`src/design/ccx_cfg.svh`:
```
// Constants for the clock output crosspoint select block
// Operation
// [RULE1] Decode select into both output sources
// [RULE2] Derive video PLL off indications from select
// [RULE3] Software force overrides each off indication
// [RULE4] Select resets to 0000, A and B
// [RULE5] Frame-rate codes map to listed rates
// [RULE6] Frame-rate codes stored at 0x21..0x23
// [RULE7] Software avoids reserved select codes 1001..1111
`ifndef CCX_CFG_SVH
`define CCX_CFG_SVH

// Register offsets
`define CCX_ADDR_XPT 8'h09
`define CCX_ADDR_FORCE 8'h0a
`define CCX_ADDR_FR_IN 8'h21
`define CCX_ADDR_FR_A 8'h22
`define CCX_ADDR_FR_B 8'h23

// Reset values
`define CCX_XPT_RST 4'h0
`define CCX_FORCE_RST 4'h0
`define CCX_FR_RST 4'h0
`define CCX_RDATA_RST 8'h00
`define CCX_UNMAPPED 8'h00

// Force register fields
`define CCX_FRC_A_EN 0
`define CCX_FRC_A_VAL 1
`define CCX_FRC_B_EN 2
`define CCX_FRC_B_VAL 3

// Crosspoint select codes
`define CCX_XPT_AB 4'h0
`define CCX_XPT_RR 4'h1
`define CCX_XPT_AA 4'h2
`define CCX_XPT_BB 4'h3
`define CCX_XPT_BA 4'h4
`define CCX_XPT_RB 4'h5
`define CCX_XPT_AR 4'h6
`define CCX_XPT_RA 4'h7
`define CCX_XPT_BR 4'h8

// Frame-rate codes
`define CCX_FR_23_98 4'h0
`define CCX_FR_24 4'h1
`define CCX_FR_25 4'h2
`define CCX_FR_29_97 4'h3
`define CCX_FR_30 4'h4
`define CCX_FR_50 4'h5
`define CCX_FR_59_94 4'h6
`define CCX_FR_60 4'h7

// Frame rates in millihertz
`define CCX_MHZ_23_98 17'h05dac
`define CCX_MHZ_24 17'h05dc0
`define CCX_MHZ_25 17'h061a8
`define CCX_MHZ_29_97 17'h07512
`define CCX_MHZ_30 17'h07530
`define CCX_MHZ_50 17'h0c350
`define CCX_MHZ_59_94 17'h0ea24
`define CCX_MHZ_60 17'h0ea60
`define CCX_MHZ_NONE 17'h00000

`endif

```
`src/design/ccx_pkg.sv`:
```
// Types for the clock output crosspoint select block
package ccx_pkg;
  typedef enum logic [1:0] {
    CCX_SRC_REF,
    CCX_SRC_A,
    CCX_SRC_B,
    CCX_SRC_NONE
  } ccx_src_t;
endpackage

```
`src/design/ccx_xpt_decode.sv`:
```
// Combinational decoder of the crosspoint select code
`timescale 1ns/1ns
`include "ccx_cfg.svh"
module ccx_xpt_decode (
  input wire logic [3:0] sel_in,
  output ccx_pkg::ccx_src_t first_src_out,
  output ccx_pkg::ccx_src_t second_src_out,
  output logic a_off_out,
  output logic b_off_out,
  output logic reserved_out
);
  import ccx_pkg::*;

  // Source pair and off pair per code; reserved codes park both outputs
  always_comb begin
    first_src_out = CCX_SRC_NONE;
    second_src_out = CCX_SRC_NONE;
    a_off_out = 1'b0;
    b_off_out = 1'b0;
    reserved_out = 1'b0;
    case (sel_in)
      `CCX_XPT_AB: begin // RULE1
        first_src_out = CCX_SRC_A;
        second_src_out = CCX_SRC_B;
      end
      `CCX_XPT_RR: begin
        first_src_out = CCX_SRC_REF;
        second_src_out = CCX_SRC_REF;
        a_off_out = 1'b1; // RULE2
        b_off_out = 1'b1;
      end
      `CCX_XPT_AA: begin
        first_src_out = CCX_SRC_A;
        second_src_out = CCX_SRC_A;
        b_off_out = 1'b1; // RULE2
      end
      `CCX_XPT_BB: begin
        first_src_out = CCX_SRC_B;
        second_src_out = CCX_SRC_B;
        a_off_out = 1'b1; // RULE2
      end
      `CCX_XPT_BA: begin
        first_src_out = CCX_SRC_B;
        second_src_out = CCX_SRC_A;
      end
      `CCX_XPT_RB: begin
        first_src_out = CCX_SRC_REF;
        second_src_out = CCX_SRC_B;
        a_off_out = 1'b1;
      end
      `CCX_XPT_AR: begin
        first_src_out = CCX_SRC_A;
        second_src_out = CCX_SRC_REF;
        b_off_out = 1'b1;
      end
      `CCX_XPT_RA: begin
        first_src_out = CCX_SRC_REF;
        second_src_out = CCX_SRC_A;
        b_off_out = 1'b1;
      end
      `CCX_XPT_BR: begin
        first_src_out = CCX_SRC_B;
        second_src_out = CCX_SRC_REF;
        a_off_out = 1'b1;
      end
      default: begin
        // Undefined routing: nothing selected, no PLL turned off
        reserved_out = 1'b1;
      end
    endcase
  end
endmodule

```
`src/design/ccx_xpt.sv`:
```
// Crosspoint select registers, frame-rate codes and registered outputs
`timescale 1ns/1ns
`include "ccx_cfg.svh"
module ccx_xpt (
  input wire logic mclk_in,
  input wire logic rst_in,
  input wire logic reg_wr_in,
  input wire logic reg_rd_in,
  input wire logic [7:0] reg_addr_in,
  input wire logic [7:0] reg_wdata_in,
  output logic [7:0] reg_rdata_out,
  output ccx_pkg::ccx_src_t first_clock_output_src_out,
  output ccx_pkg::ccx_src_t second_clock_output_src_out,
  output logic video_pll_a_off_out,
  output logic video_pll_b_off_out,
  output logic xpt_reserved_out,
  output logic [16:0] in_frame_rate_mhz_out,
  output logic [16:0] pll_a_frame_rate_mhz_out,
  output logic [16:0] pll_b_frame_rate_mhz_out
);
  import ccx_pkg::*;

  logic [3:0] xpt_sel;
  logic [3:0] video_pll_off_force;
  logic [3:0] fr_in;
  logic [3:0] fr_a;
  logic [3:0] fr_b;
  ccx_src_t dec_first;
  ccx_src_t dec_second;
  logic dec_a_off;
  logic dec_b_off;
  logic dec_reserved;
  logic next_a_off;
  logic next_b_off;
  logic sel_hit;
  logic force_hit;
  logic fr_in_hit;
  logic fr_a_hit;
  logic fr_b_hit;

  // Address decode for the register port
  assign sel_hit = reg_addr_in == `CCX_ADDR_XPT;
  assign force_hit = reg_addr_in == `CCX_ADDR_FORCE;
  assign fr_in_hit = reg_addr_in == `CCX_ADDR_FR_IN;
  assign fr_a_hit = reg_addr_in == `CCX_ADDR_FR_A;
  assign fr_b_hit = reg_addr_in == `CCX_ADDR_FR_B;

  // Crosspoint select; software must keep it out of the reserved range
  always_ff @(posedge mclk_in or posedge rst_in) begin
    if (rst_in) begin
      xpt_sel <= `CCX_XPT_RST; // RULE4
    end else if (reg_wr_in && sel_hit) begin
      xpt_sel <= reg_wdata_in[3:0]; // RULE7
    end
  end

  // Force enables and forced values for both off indications
  always_ff @(posedge mclk_in or posedge rst_in) begin
    if (rst_in) begin
      video_pll_off_force <= `CCX_FORCE_RST;
    end else if (reg_wr_in && force_hit) begin
      video_pll_off_force <= reg_wdata_in[3:0]; // RULE3
    end
  end

  // Frame-rate code storage
  always_ff @(posedge mclk_in or posedge rst_in) begin
    if (rst_in) begin
      fr_in <= `CCX_FR_RST;
      fr_a <= `CCX_FR_RST;
      fr_b <= `CCX_FR_RST;
    end else if (reg_wr_in) begin
      if (fr_in_hit) begin
        fr_in <= reg_wdata_in[3:0]; // RULE6
      end
      if (fr_a_hit) begin
        fr_a <= reg_wdata_in[3:0];
      end
      if (fr_b_hit) begin
        fr_b <= reg_wdata_in[3:0];
      end
    end
  end

  // Read path; unmapped offsets answer zero, upper nibble reads zero
  always_ff @(posedge mclk_in or posedge rst_in) begin
    if (rst_in) begin
      reg_rdata_out <= `CCX_RDATA_RST;
    end else if (reg_rd_in) begin
      if (sel_hit) begin
        reg_rdata_out <= {4'h0, xpt_sel};
      end else if (force_hit) begin
        reg_rdata_out <= {4'h0, video_pll_off_force};
      end else if (fr_in_hit) begin
        reg_rdata_out <= {4'h0, fr_in};
      end else if (fr_a_hit) begin
        reg_rdata_out <= {4'h0, fr_a};
      end else if (fr_b_hit) begin
        reg_rdata_out <= {4'h0, fr_b};
      end else begin
        reg_rdata_out <= `CCX_UNMAPPED;
      end
    end
  end

  ccx_xpt_decode u_dec (
    .sel_in(xpt_sel),
    .first_src_out(dec_first),
    .second_src_out(dec_second),
    .a_off_out(dec_a_off),
    .b_off_out(dec_b_off),
    .reserved_out(dec_reserved)
  );

  // Force wins over the decoded value whatever the select holds
  always_comb begin
    next_a_off = dec_a_off;
    next_b_off = dec_b_off;
    if (video_pll_off_force[`CCX_FRC_A_EN]) begin
      next_a_off = video_pll_off_force[`CCX_FRC_A_VAL]; // RULE3
    end
    if (video_pll_off_force[`CCX_FRC_B_EN]) begin
      next_b_off = video_pll_off_force[`CCX_FRC_B_VAL]; // RULE3
    end
  end

  // Registered routing; reset shows the default pairing A then B
  always_ff @(posedge mclk_in or posedge rst_in) begin
    if (rst_in) begin
      first_clock_output_src_out <= CCX_SRC_A; // RULE4
      second_clock_output_src_out <= CCX_SRC_B;
      video_pll_a_off_out <= 1'b0;
      video_pll_b_off_out <= 1'b0;
      xpt_reserved_out <= 1'b0;
    end else begin
      first_clock_output_src_out <= dec_first; // RULE1
      second_clock_output_src_out <= dec_second;
      video_pll_a_off_out <= next_a_off; // RULE2
      video_pll_b_off_out <= next_b_off;
      xpt_reserved_out <= dec_reserved;
    end
  end

  // Code to rate; codes 8..15 carry no rate and give zero
  function automatic logic [16:0] ccx_rate(input logic [3:0] code);
    logic [16:0] r;
    r = `CCX_MHZ_NONE;
    case (code)
      `CCX_FR_23_98: r = `CCX_MHZ_23_98; // RULE5
      `CCX_FR_24: r = `CCX_MHZ_24;
      `CCX_FR_25: r = `CCX_MHZ_25;
      `CCX_FR_29_97: r = `CCX_MHZ_29_97;
      `CCX_FR_30: r = `CCX_MHZ_30;
      `CCX_FR_50: r = `CCX_MHZ_50;
      `CCX_FR_59_94: r = `CCX_MHZ_59_94;
      `CCX_FR_60: r = `CCX_MHZ_60;
      default: r = `CCX_MHZ_NONE;
    endcase
    return r;
  endfunction

  // Registered frame-rate values for the three lookup settings
  always_ff @(posedge mclk_in or posedge rst_in) begin
    if (rst_in) begin
      in_frame_rate_mhz_out <= `CCX_MHZ_23_98;
      pll_a_frame_rate_mhz_out <= `CCX_MHZ_23_98;
      pll_b_frame_rate_mhz_out <= `CCX_MHZ_23_98;
    end else begin
      in_frame_rate_mhz_out <= ccx_rate(fr_in); // RULE6
      pll_a_frame_rate_mhz_out <= ccx_rate(fr_a);
      pll_b_frame_rate_mhz_out <= ccx_rate(fr_b);
    end
  end
endmodule

```
`config.mk`:
```
export PLATFORM = sky130hd
export DESIGN_NAME = ccx_xpt
export DESIGN_NICKNAME = d
export VERILOG_FILES = /design/src/design/ccx_pkg.sv /design/src/design/ccx_xpt_decode.sv /design/src/design/ccx_xpt.sv
export VERILOG_INCLUDE_DIRS = /design/src /design/src/design
export SDC_FILE = /design/constraint.sdc
export NUM_CORES = 1
export LEC_CHECK = 0
export BUFFER_PORTS_ARGS = -buffer_cell sky130_fd_sc_hd__clkbuf_2
export CAP_MARGIN = 20
export CORE_MARGIN = 2
export CORE_UTILIZATION = 52
export DETAILED_ROUTE_END_ITERATION = 6
export GPL_TIMING_DRIVEN = 0
export PLACE_DENSITY_LB_ADDON = 0.1
export SYNTH_ARGS = -nofsm -noshare
export SYNTH_HDL_FRONTEND = slang
export SYNTH_HIERARCHICAL = 1
export SYNTH_SLANG_ARGS = --single-unit
```
`constraint.sdc`:
```
create_clock -name mclk_in -period 3.1 [get_ports mclk_in]
set_input_delay 0.62 -clock mclk_in [delete_from_list [all_inputs] [get_ports mclk_in]]
set_output_delay 0.62 -clock mclk_in [all_outputs]
set_load 0.005 [all_outputs]
```
Yosys cells after proc, flatten, opt, wreduce, memory -nomap -nowiden
Memories as Yosys holds them, arrays and structs flattened.
Index checks and enable logic that the tools add are counted.
{"block": "word_totals", "reg_bits": 86, "n_memories": 3, "in_bits": 20, "output_inout_bits": 66, "wordCells": 60, "romBits": 336}
{"block": "op_classes", "n_reduce_logical": 15, "eq_ne": 13, "muxes": 15}
{"name": "(no name shown)", "depth": 8, "width": 14, "rd": 1, "rd_clocked_by_memory_dff": 0, "wr": 0, "line_no": "ccx_xpt.sv:148", "rtl": "case (code)"}
{"name": "(no name shown)", "depth": 8, "width": 14, "rd": 1, "rd_clocked_by_memory_dff": 0, "wr": 0, "line_no": "ccx_xpt.sv:148"}
{"name": "(no name shown)", "depth": 8, "width": 14, "rd": 1, "rd_clocked_by_memory_dff": 0, "wr": 0, "line_no": "ccx_xpt.sv:148"}
{"op": "17-bit two-way mux", "n": 3}
{"op": "8-bit by 6-bit == test with 1-bit output, second input constant", "n": 3}
{"op": "4-bit two-way mux", "n": 5}
{"op": "3-bit OR reduction", "n": 6}
{"op": "4-bit by 3-bit == test with 1-bit output, second input constant", "n": 4}
{"op": "8-bit by 4-bit == test with 1-bit output, second input constant", "n": 2}
{"op": "2-bit one-hot mux with 3 select lines", "n": 2}
{"op": "9-bit OR reduction", "n": 1}
{"op": "4-bit by 2-bit == test with 1-bit output, second input constant", "n": 2}
{"op": "4-bit OR reduction", "n": 2}
{"op": "2-bit AND reduction", "n": 3}
{"op": "1-bit two-way mux", "n": 5}
{"op": "4-bit by 1-bit == test with 1-bit output, second input constant", "n": 1}
{"op": "4-bit == test, second input constant", "n": 1}
{"op": "4-bit logical NOT", "n": 1}
{"op": "1-bit logical AND", "n": 2}

Logic depth before layout (Yosys ltp)
Gate-level depths: netlist (run 1).
{"block": "logic_depth", "word_depth": 6, "ltp_mapped": 7, "ltp_nobuf": 5}

Modules after synthesis
Netlist (run 1), hierarchy kept.
{"mod": "ccx_xpt", "area_each_um2": 2905.3, "instances": 1, "seq_area_each_um2": 1784.2, "cells_per_inst": 237}
{"mod": "ccx_xpt_decode", "area_each_um2": 161.4, "instances": 1, "seq_area_each_um2": 0.0, "cells_per_inst": 23}

Worst setup path after synthesis (run 1)
OpenSTA, ideal clock, no wires.
{"block": "synth_path", "path_type": "input -> register", "start": "in reg_addr_in[7]", "end": "reg fr_b[0]", "cell_stages": 4, "setup_slack_ps": 1062, "path_buffers": 0, "arrival_ps": 1913, "path_cell_list": "or4_4 > nor3b_4 > nand4_1 > mux2_2"}
{"block": "synth_via", "elab_chain_cells": 2}
{"item": "start, declared", "line_no": "ccx_xpt.sv:9", "rtl": "input wire logic [7:0] reg_addr_in,"}
{"item": "8-bit by 6-bit == test with 1-bit output (no line)"}
{"item": "2-bit AND reduction (no line)"}
{"item": "end signal, assigned", "line_no": "ccx_xpt.sv:71", "rtl": "fr_b <= `CCX_FR_RST;"}
{"item": "end signal, assigned", "line_no": "ccx_xpt.sv:80", "rtl": "fr_b <= reg_wdata_in[3:0];"}
{"item": "end, declared", "line_no": "ccx_xpt.sv:27", "rtl": "logic [3:0] fr_b;"}
No other way between the ends.
A chain may end at the register's enable or synchronous reset.

Worst setup path in the final report (run 1)
Ends and elaborated chain as after synthesis.

==> out/metrics.sh, run 1 <==
PLACEABLECOREAREA_UM2=5610
GRT_PASS1_WL_UM=9540
CLOCKBUFFERDEPTH=2
CRITICAL_PATH.SLOWEST_CELL='or4_4'
FMAX_GHz=0.518
WORSTSETUPENDPOINTTYPE='flip-flop'
R2R_STARTPOINT='fr_b[0]'
PLACEMENTROWS=27
MAX-CAP-VIOLATIONS=0
DRC=0
BIGGEST_CELL_DELAY_ALONG_THE_CRITICAL_PATH_NS=0.56
SEQ_TOTAL_AREA_YOSYS_PCT=58.2
CTS_SETUP_BUFFERS=0
ANTENNA_FOUND_INITIAL=0
GRT_SETUP_UNREPAIRED='no'
SYNTH.AREA.TOP_CELLS='dfrtp_1, dfstp_2, mux2_2, buf_4, nor2_1'
YOSYS_WARNINGS=6
PLACE.GP.CONGESTION=0.829
LAYOUT_COMMON_CELLS='clkbuf_2, dfrtp_1, mux2_2, dfstp_2, nor2_1'
TRITONCTS.NUM_BUFFERS=9
SYNTH_TOP_CELL_BY_AREA='dfrtp_1'
DESIGN.DIE.AREA_UM2=6530
IO_BUFFERS=70
CRITICAL_PATH.MAX_FANOUT=5
TOTAL_LEAKAGE_POWER_nW=1.86
CTS.HTREE.LEVELS=3
HOLD_BUFFERS=0
TRITONCTS='yes'
SETUP-VIOLATIONS-FINAL=0
MAIN_COMBINATIONAL_CELL_FAMILY_BY_AREA_AFTER_SYNTHESIS='simple AND/OR/NAND/NOR gates'
CLK_PIN_SLEW_WORST_PATHS_NS=0.07
ROUTE.VIAS.TOTAL=2148
SYNTHARSTFLOPSHARE_PCT=100
FINALWIRELENGTH_UM=5810
PLACED_CELLS_INCL_TAPS=412
SKEW_NS=0.00913
DRTITER0DRC=116
DPL.HPWL_UM=4260
SHARE_OF_THE_SYNTHESIZED_AREA_IN_COMPOUND_GATES_AO_OA_AOI_OAI_PCT=8.61
HOLDWS_NS=0.389
MIN_PERIOD_NS=1.93
NUM-NETS-FINAL=374
MUXSHAREOFSYNTHAREA_PCT=10.0
YS_FF_LATCH=70
YOSYS.AREA_SHARE.SIMPLE_PCT=14.5
RUN_STATUS='complete, no violations'
AVGVIACOUNTPERCELL=5.03
GLOBALROUTE.TOTALOVERFLOW=0
CLOCK_SINK_COUNT=70
FINAL-MAX-SLEW-VIOLATION-COUNT=0
DRT-WIRELENGTH-PER-CELL_UM=13.6
CRITICAL_PATH_BUFFERS_AND_INVERTERS=1
POWER_PER_CELL_AREA_nW_PER_UM2=529
NETLIST_AREA_PRE_PLACE_UM2=3070
YOSYSUNIQUECELLTYPES=46
POSTROUTEANTENNANETS=0
HOLD_PATH_CLASS='primary input to async pin'
GROUTE.USAGE.OVERALL_PCT=19.6
SYNTHADDERAREAFRAC_PCT=1.22
DRIVE_GT1_SHARE_PCT=47.0
FINAL-HOLD-VIOLATION-COUNT=0
INSERTEDDIODECOUNT=0
CRITPATHKIND='primary input to flip-flop'
MAXIMUM_NUMBER_OF_PINS_ON_ONE_NET_BEFORE_GLOBAL_ROUTE_REPAIR=38
FINAL.SETUP.TNS_NS=0
POSTSYNTH.TOPFLOPCELL='dfrtp_1'
PEAKVDDDROP_uV=354
SYNTH_XOR_AREA_SHARE_PCT=0
CRIT_CHAIN='clkbuf_2 -> or4_4 -> nor3b_4 -> nand4_1 -> mux2_2'
ACTUAL_SLEW_AT_THE_WORST_MAX_SLEW_PIN_NS=0.722
MOSTFREQUENTLAYOUTCELL='clkbuf_2'
SETUP.WORST_PATH.START_CLASS='primary input'
SYNTH.AVG_CELL_AREA_UM2=11.8
STDCELL_COUNT=427
CLOCK_LATENCY_NS=0.34
POST_ROUTE_FRACTION_OF_THE_PERIOD_CONSUMED_BY_THE_CRITICAL_PATH_PCT=62.3
SLEW-LIMIT-HEADROOM_PCT=51.8
BOUNDARYPINS=86
CLK_ROOT_BUFFER_CELL='clkbuf_8'
SYN-INSTANCE-COUNT=260
CTS-RESIZED-GATES=0
DR.PASS1.ITERS=4
VIA_COUNT_OF_THE_FIRST_GLOBAL_ROUTING_PASS=2047
CRIT_ARRIVAL_NS=2.15
SYNTH_EDF_COUNT=0
CP_DATA_REQUIRED_TIME_NS=3.32
YOSYS.AREA.TOP_TYPE_SHARE_PCT=35.9
AREA.GROWTH.SYNTH_TO_FINAL_PCT=22.7
INITIAL_UTILIZATION_PCT=54.7
FP.DIEH_UM=80.8
CRIT_START='reg_addr_in[7]'
FILLCELLCOUNT=475
CRITICAL-PATH-TOP-DELAY-FAMILY='simple AND/OR/NAND/NOR gates'
DIE_WIDTH_UM=80.8
worst reg2reg max path, cell delays in order, from the launching register on:
cell	delay [ns]
dfrtp_1	0.37
clkbuf_1	0.20
mux2_2	0.31
nand2_1	0.07
o22ai_1	0.07
a311oi_1	0.31
o22ai_1	0.13
final cells by class:
type | instances | area, um2 | area share [%]
clock buffer | 14 | 173 | 4.59
multi-input combinational | 156 | 1090 | 29.0
clock inverter | 1 | 30.0 | 0.798
tap | 72 | 90.1 | 2.39
timing repair buffer | 71 | 370 | 9.84
sequential | 70 | 1780 | 47.4
inverter | 11 | 41.3 | 1.10
buffer | 32 | 183 | 4.85
synth_stat cells (all sizes together) (3+ instances only):
library cell	instances
a21oi	12
dfrtp	44
nand2	12
o21ai	4
mux2	27
nand2b	3
nor2b	10
a211oi	5
clkbuf	14
nor2	17
ha	3
buf	18
nand3	4
nor3b	4
or2	4
o22ai	6
dfstp	26
inv	11
nor4b	3
nor3	11
metrics by stage:
step	total power, W	setup slack (ns)	util [%]	cell area [um2]
6_report	0.00199	1.17	67.1	3760
5_1_grt	0.00209	1.09	67.1	3760
4_1_cts	0.00201	1.19	67.1	3760
3_5_place_dp	0.00127	0.842	63.5	3560
3_3_place_gp	0.00126	0.0539	63.1	3540
2_1_floorplan	0.00117	0.755	-	3100
cells by family (layout without fill, tap and decap cells):
family,after synthesis,after routing
multiplexers,27,27
other,1,10
AND/OR/NAND/NOR,76,76
buffers and inverters,43,129
adder cells (fa/ha/maj),3,3
flip-flops,70,70
AO/OA/AOI/OAI,40,40
final timing paths:
| path | slack, ns | depth (start not counted) | endpoint |
|---|---|---|---|
| setup / recovery | 1.17 | 5 | fr_b[0] |
| max in group asynchronous | 2.02 | 3 | pll_a_frame_rate_mhz_out[8] |
| setup reg to reg | 1.50 | 6 | reg_rdata_out[0] |
| hold reg to reg | 0.48 | 1 | pll_b_frame_rate_mhz_out[2] |
| min in group mclk_in | 0.48 | 1 | pll_b_frame_rate_mhz_out[2] |
| hold / removal | 0.39 | 2 | pll_a_frame_rate_mhz_out[1] |
flip-flops by register name, summed over array words and instances (netlist names), 2 cells and up:
signal / cells
pll_a_frame_rate_mhz_out: 13
pll_b_frame_rate_mhz_out: 13
in_frame_rate_mhz_out: 13
second_clock_output_src_out: 2
video_pll_off_force: 4
reg_rdata_out: 4
fr_b: 4
first_clock_output_src_out: 2
xpt_sel: 4
fr_in: 4
fr_a: 4
power breakdown:
| group | total, W | switching (W) | internal (W) |
|---|---|---|---|
| Sequential | 0.00103 | 0.0000261 | 0.00100 |
| Clock | 0.000740 | 0.000305 | 0.000434 |
| Combinational | 0.000225 | 0.000118 | 0.000107 |
| Total | 0.00199 | 0.000450 | 0.00154 |
routing by layer:
layer  track usage, %  up-vias  wire [um]
li1                 -     1050          -
met1             23.6     1041       2440
met2             33.7       48       3010
met3             4.56        9        250
met4             8.64        0        112
met5                0        -          0
No activity file was read; power rests on OpenSTA's default activity.
==> inputs of run 2 (changes only) <==
- CORE_UTILIZATION: 52 -> 47
- clock period: 3.1 -> 1.67 ns (I/O delays scaled with it)
==> out/metrics.sh, run 2 (same netlist as run 1, synthesis figures left out) <==
TRITONCTS='yes'
CRITICAL-PATH-TOP-DELAY-FAMILY='simple AND/OR/NAND/NOR gates'
AREA.GROWTH.SYNTH_TO_FINAL_PCT=23.4
WORSTSETUPENDPOINTTYPE='flip-flop'
PLACEMENTROWS=29
FP.DIEH_UM=84.8
CLOCK_LATENCY_NS=0.34
CLOCKBUFFERDEPTH=2
PLACE.GP.CONGESTION=0.782
LAYOUT_COMMON_CELLS='clkbuf_2, dfrtp_1, mux2_2, dfstp_2'
FMAX_GHz=0.609
RUN_STATUS='complete, no violations'
TRITONCTS.NUM_BUFFERS=9
IO_BUFFERS=70
GRT_SETUP_UNREPAIRED='yes'
INSERTEDDIODECOUNT=0
POST_ROUTE_FRACTION_OF_THE_PERIOD_CONSUMED_BY_THE_CRITICAL_PATH_PCT=98.3
FILLCELLCOUNT=583
MIN_PERIOD_NS=1.64
DRT-WIRELENGTH-PER-CELL_UM=13.6
CLOCK_SINK_COUNT=70
DIE_WIDTH_UM=84.8
HOLD_BUFFERS=0
MOSTFREQUENTLAYOUTCELL='clkbuf_2'
NUM-NETS-FINAL=375
FINAL-MAX-SLEW-VIOLATION-COUNT=0
CRIT_CHAIN='clkbuf_2 -> or4_4 -> nor3b_4 -> nand4_1 -> mux2_2'
CTS_SETUP_BUFFERS=0
ACTUAL_SLEW_AT_THE_WORST_MAX_SLEW_PIN_NS=0.719
CLK_ROOT_BUFFER_CELL='clkbuf_8'
CRITICAL_PATH_BUFFERS_AND_INVERTERS=1
BOUNDARYPINS=86
PEAKVDDDROP_uV=490
PLACEABLECOREAREA_UM2=6310
LARGEST_REGISTERS='in_frame_rate_mhz_out (13), pll_a_frame_rate_mhz_out (13), pll_b_frame_rate_mhz_out (13)'
HOLD_PATH_CLASS='primary input to async pin'
CLK_PIN_SLEW_WORST_PATHS_NS=0.07
DPL.HPWL_UM=4230
BIGGEST_CELL_DELAY_ALONG_THE_CRITICAL_PATH_NS=0.56
CTS-RESIZED-GATES=0
CP_DATA_REQUIRED_TIME_NS=1.90
CRITICAL_PATH.SLOWEST_CELL='or4_4'
VIA_COUNT_OF_THE_FIRST_GLOBAL_ROUTING_PASS=2022
AVGVIACOUNTPERCELL=4.97
GRT_PASS1_WL_UM=9590
MULTI_INPUT_COMB_AREA_UM2=1090
ANTENNA_FOUND_INITIAL=0
FINAL-SEQ-AREA_UM2=1780
ROUTE.VIAS.TOTAL=2157
SETUP.WORST_PATH.START_CLASS='primary input'
DRIVE_GT1_SHARE_PCT=47.1
FINALWIRELENGTH_UM=5890
MAXIMUM_NUMBER_OF_PINS_ON_ONE_NET_BEFORE_GLOBAL_ROUTE_REPAIR=37
TOTAL_POWER_W=0.00372
DRC=0
TOTAL_LEAKAGE_POWER_nW=1.87
GROUTE.USAGE.OVERALL_PCT=17.4
FINAL-HOLD-VIOLATION-COUNT=0
FINAL_AREA_UM2=3780
CTS.HTREE.LEVELS=3
CRITICAL_PATH.MAX_FANOUT=4
POSTROUTEANTENNANETS=0
GLOBALROUTE.TOTALOVERFLOW=0
CRIT_ARRIVAL_NS=1.87
SETUP-VIOLATIONS-FINAL=0
SLEW-LIMIT-HEADROOM_PCT=51.9
DR.PASS1.ITERS=4
SKEW_NS=0.00401
PLACEMENT.CELL_AREA_UM2=3570
DESIGN.DIE.AREA_UM2=7190
MAX-CAP-VIOLATIONS=0
POWER_PER_CELL_AREA_nW_PER_UM2=982
DRTITER0DRC=88
FINISH.UTILIZATION_PCT=59.9
INITIAL_UTILIZATION_PCT=48.6
CRITPATHKIND='primary input to flip-flop'
## run 2: power by group
group	internal, W	leakage (nW)	total (W)	switching [W]
clock	0.000815	0.104	0.00139	0.000579
combinational	0.000199	0.882	0.000418	0.000219
sequential	0.00186	0.881	0.00190	0.0000488
total	0.00287	1.87	0.00372	0.000847
## run 2: area by class of cell
cell class              count  area share [%]
clock inverters             1           0.793
inverters                  11            1.19
well taps                  77            2.55
repair buffers             72            9.98
plain buffers              32            4.83
multi-input cells         156            28.9
clock buffers              15            4.66
flip-flops and latches     70            47.1
## run 2: metrics by stage
step	TNS, ns	hold WS [ns]	cells	setup WS (ns)
after floorplan	-0.863	0.418	269	-0.0745
after global placement	-6.02	0.491	416	-0.325
after detailed placement	-6.18	0.482	417	-0.334
after CTS	0	0.105	433	0.0288
after global routing	-0.00821	0.151	434	-0.00723
final	0	0.0925	434	0.0284
## run 2: path summary, 6_finish.rpt
check                               startpoint                        endpoint  slack (ns)  cells after the start
worst min register to register        fr_in[3]       in_frame_rate_mhz_out[14]        0.50                      1
worst min-delay path                    rst_in       in_frame_rate_mhz_out[13]        0.09                      2
worst max-delay path            reg_addr_in[7]                         fr_b[1]        0.03                      5
worst max register to register         fr_a[1]                reg_rdata_out[1]        0.12                      6
max in group asynchronous               rst_in  second_clock_output_src_out[1]        0.91                      3
min in group mclk_in                 reg_rd_in                reg_rdata_out[0]        0.29                      2
## run 2: layer usage
layer / wire length [um] / part of all wire [%] / GRT usage [%] / vias up
met5: 0 / 0 / 0 / -
met4: 113 / 1.9 / 7.79 / 0
met3: 307 / 5.2 / 4.72 / 10
met2: 2880 / 49 / 27.0 / 53
met1: 2590 / 44 / 22.9 / 1040
li1: - / - / - / 1054
==> inputs of run 3 (changes only) <==
- ABC_AREA: default -> 1
==> out/metrics.sh, run 3 <==
FINALWORSTSETUPSLACK_NS=0.284
INITIAL_UTILIZATION_PCT=48.5
CRIT_ARRIVAL_NS=1.05
GROUTE.USAGE.OVERALL_PCT=17.7
RUN_STATUS='complete, no violations'
TRITONCTS.NUM_BUFFERS=9
SLEW-LIMIT-HEADROOM_PCT=54.8
AREA.GROWTH.SYNTH_TO_FINAL_PCT=23.4
ROUTE.VIAS.TOTAL=2365
TOTAL_LEAKAGE_POWER_nW=1.96
DIE_WIDTH_UM=84.7
LAYOUT_COMMON_CELLS='clkbuf_2, nand2_1, dfrtp_1, nor2_1'
FINAL-MAX-SLEW-VIOLATION-COUNT=0
CRIT_CHAIN='buf_4 -> clkbuf_2'
PLACE.GP.CONGESTION=0.819
REG2REG_SETUP_SLACK_NS=0.39
ANTENNA_FOUND_INITIAL=0
MIN_PERIOD_NS=1.39
M1WIRELENGTH_UM=2690
SYNTHARSTFLOPSHARE_PCT=100
HOLD_BUFFERS=0
TOTAL_POWER_W=0.00375
GRT_PASS1_WL_UM=9980
PLACEABLECOREAREA_UM2=6310
YOSYS.AREA.TOP_TYPE_SHARE_PCT=35.9
AVGVIACOUNTPERCELL=4.78
CTS.HTREE.LEVELS=3
SYNTHMOSTINSTANTIATEDCELL='nand2_1'
MET2_LENGTH_UM=2790
YS_FF_LATCH=70
POWER_PER_CELL_AREA_nW_PER_UM2=992
CLK_ROOT_BUFFER_CELL='clkbuf_8'
VIA_COUNT_OF_THE_FIRST_GLOBAL_ROUTING_PASS=2158
LARGEST_REGISTERS='in_frame_rate_mhz_out (13), pll_a_frame_rate_mhz_out (13), pll_b_frame_rate_mhz_out (13)'
FINAL-HOLD-VIOLATION-COUNT=0
R2R_STARTPOINT='xpt_sel[1]'
POSTSYNTH.TOPFLOPCELL='dfrtp_1'
TOP_ROUTING_LAYER_IN_USE='met4'
ACTUAL_SLEW_AT_THE_WORST_MAX_SLEW_PIN_NS=0.676
PLACE_WS_NS=0.341
CRITICAL_PATH.MAX_FANOUT=2
CLOCK_LATENCY_NS=0.34
PEAKVDDDROP_uV=702
REG2REG_DEPTH=5
NUM-NETS-FINAL=436
HOLD_PATH_CLASS='primary input to async pin'
FINAL.SETUP.TNS_NS=0
MAXIMUM_NUMBER_OF_PINS_ON_ONE_NET_BEFORE_GLOBAL_ROUTE_REPAIR=40
NETLIST_AREA_PRE_PLACE_UM2=3060
SYNTH.AREA.TOP_CELLS='dfrtp_1, dfstp_2, nand2_1, o21ai_1, buf_4'
SETUP.WORST_PATH.START_CLASS='flip-flop'
CTS-RESIZED-GATES=0
CRITICAL-PATH-TOP-DELAY-FAMILY='flip-flops'
MAX-CAP-VIOLATIONS=0
SYNTH.CELLS.MOST_FREQUENT='nand2_1, dfrtp_1, inv_1, nor2_1'
DR.PASS1.ITERS=4
CLOCKBUFFERDEPTH=2
CRITICAL_PATH.SLOWEST_CELL='dfstp_2'
FINAL_AREA_UM2=3780
DRT-WIRELENGTH-PER-CELL_UM=12.0
BOUNDARYPINS=86
IO_BUFFERS=71
DRTITER0DRC=127
DRC=0
CRITPATHKIND='flip-flop to output pin'
SEQ_TOTAL_AREA_YOSYS_PCT=58.2
WL_MET3_UM=378
DRIVE_GT1_SHARE_PCT=40.0
WORSTSETUPENDPOINTTYPE='output pin'
STDCELL_COUNT=495
SYNTH_EDF_COUNT=0
FINALWIRELENGTH_UM=5950
CLK_PIN_SLEW_WORST_PATHS_NS=0.08
DESIGN.DIE.AREA_UM2=7180
DPL.HPWL_UM=4320
POSTROUTEANTENNANETS=0
SYNTH.AVG_CELL_AREA_UM2=9.55
GLOBALROUTE.TOTALOVERFLOW=0
PLACEMENTROWS=29
PLACEMENT.CELL_AREA_UM2=3570
GRT_SETUP_UNREPAIRED='no'
BIGGEST_CELL_DELAY_ALONG_THE_CRITICAL_PATH_NS=0.53
POST_ROUTE_FRACTION_OF_THE_PERIOD_CONSUMED_BY_THE_CRITICAL_PATH_PCT=83.0
YOSYSUNIQUECELLTYPES=29
MOSTFREQUENTLAYOUTCELL='clkbuf_2'
CRITICAL_PATH_BUFFERS_AND_INVERTERS=2
SYN-INSTANCE-COUNT=321
CLOCK_SINK_COUNT=70
SKEW_NS=0.0179
CTS_SETUP_BUFFERS=0
SETUP-VIOLATIONS-FINAL=0
YOSYS_WARNINGS=6
FP.DIEH_UM=84.7
SYNTH_TOP_CELL_BY_AREA='dfrtp_1'
CP_DATA_REQUIRED_TIME_NS=1.34
TRITONCTS='yes'
WORSTREG2REGEND='video_pll_a_off_out'
FMAX_GHz=0.722
INSERTEDDIODECOUNT=0
PLACED_CELLS_INCL_TAPS=479
run 3: cell count changes after synthesis, moves of 7 or more:
cell	delta
inv_1	+16
nand2_1	+50
nor2b_1	-9
nand2_2	+13
o21ai_1	+26
nor2_2	+7
nand3_1	+14
clkbuf_1	-10
nor3_1	-9
mux2_2	-24
nor2_1	+10
run 3: report_power, final:
part | switching, W | leakage, nW | internal, W
registers | 0.0000535 | 0.882 | 0.00185
clock network | 0.000596 | 0.102 | 0.000847
logic | 0.000230 | 0.973 | 0.000173
total | 0.000879 | 1.96 | 0.00287
run 3: per-layer routing:
layer	global-route usage (%)	vias up
li1	-	1190
met1	23.8	1091
met2	26.8	75
met3	3.74	9
met4	9.96	0
met5	0	-
run 3: area by class of cell:
cell class              count  area [um2]
plain buffers              24         161
clock buffers              13         139
clock inverters             3        68.8
fillers                   578        2530
inverters                  32         124
multi-input cells         204        1030
flip-flops and latches     70        1780
well taps                  77        96.3
repair buffers             72         375
run 3: how the worst max path moves through the flow:
stage,depth (start not counted),end,startpoint
after floorplan,5,video_pll_a_off_out,xpt_sel[1]
after global placement,2,first_clock_output_src_out[1],rst_in
after detailed placement,7,video_pll_off_force[1],reg_addr_in[7]
after CTS,2,in_frame_rate_mhz_out[12],in_frame_rate_mhz_out[12]
after global routing,2,in_frame_rate_mhz_out[12],in_frame_rate_mhz_out[12]
final,2,in_frame_rate_mhz_out[12],in_frame_rate_mhz_out[12]
run 3: cell families after synthesis:
group	count (synthesis)	share of synthesized area [%]
AO/OA/AOI/OAI	47	7.92
adder cells (fa/ha/maj)	3	1.23
buffers and inverters	56	9.19
flip-flops	70	58.2
multiplexers	2	0.735
other	1	0.122
AND/OR/NAND/NOR	142	22.6
run 3: through the flow:
| stage | hold slack [ns] | utilization (%) |
|---|---|---|
| after detailed placement | 0.464 | 56.6 |
| final | 0.0765 | 59.9 |
| after global placement | 0.469 | 56.3 |
| after global routing | 0.133 | 59.9 |
| after CTS | 0.0935 | 59.9 |
| after floorplan | 0.444 | - |
run 3: worst register-to-register path: cells and delay by family, from the launching register on:
kind,cells,cell delay [ns]
buf+inv,1,0.09
simple gates,3,0.31
mux,1,0.29
flops,1,0.48
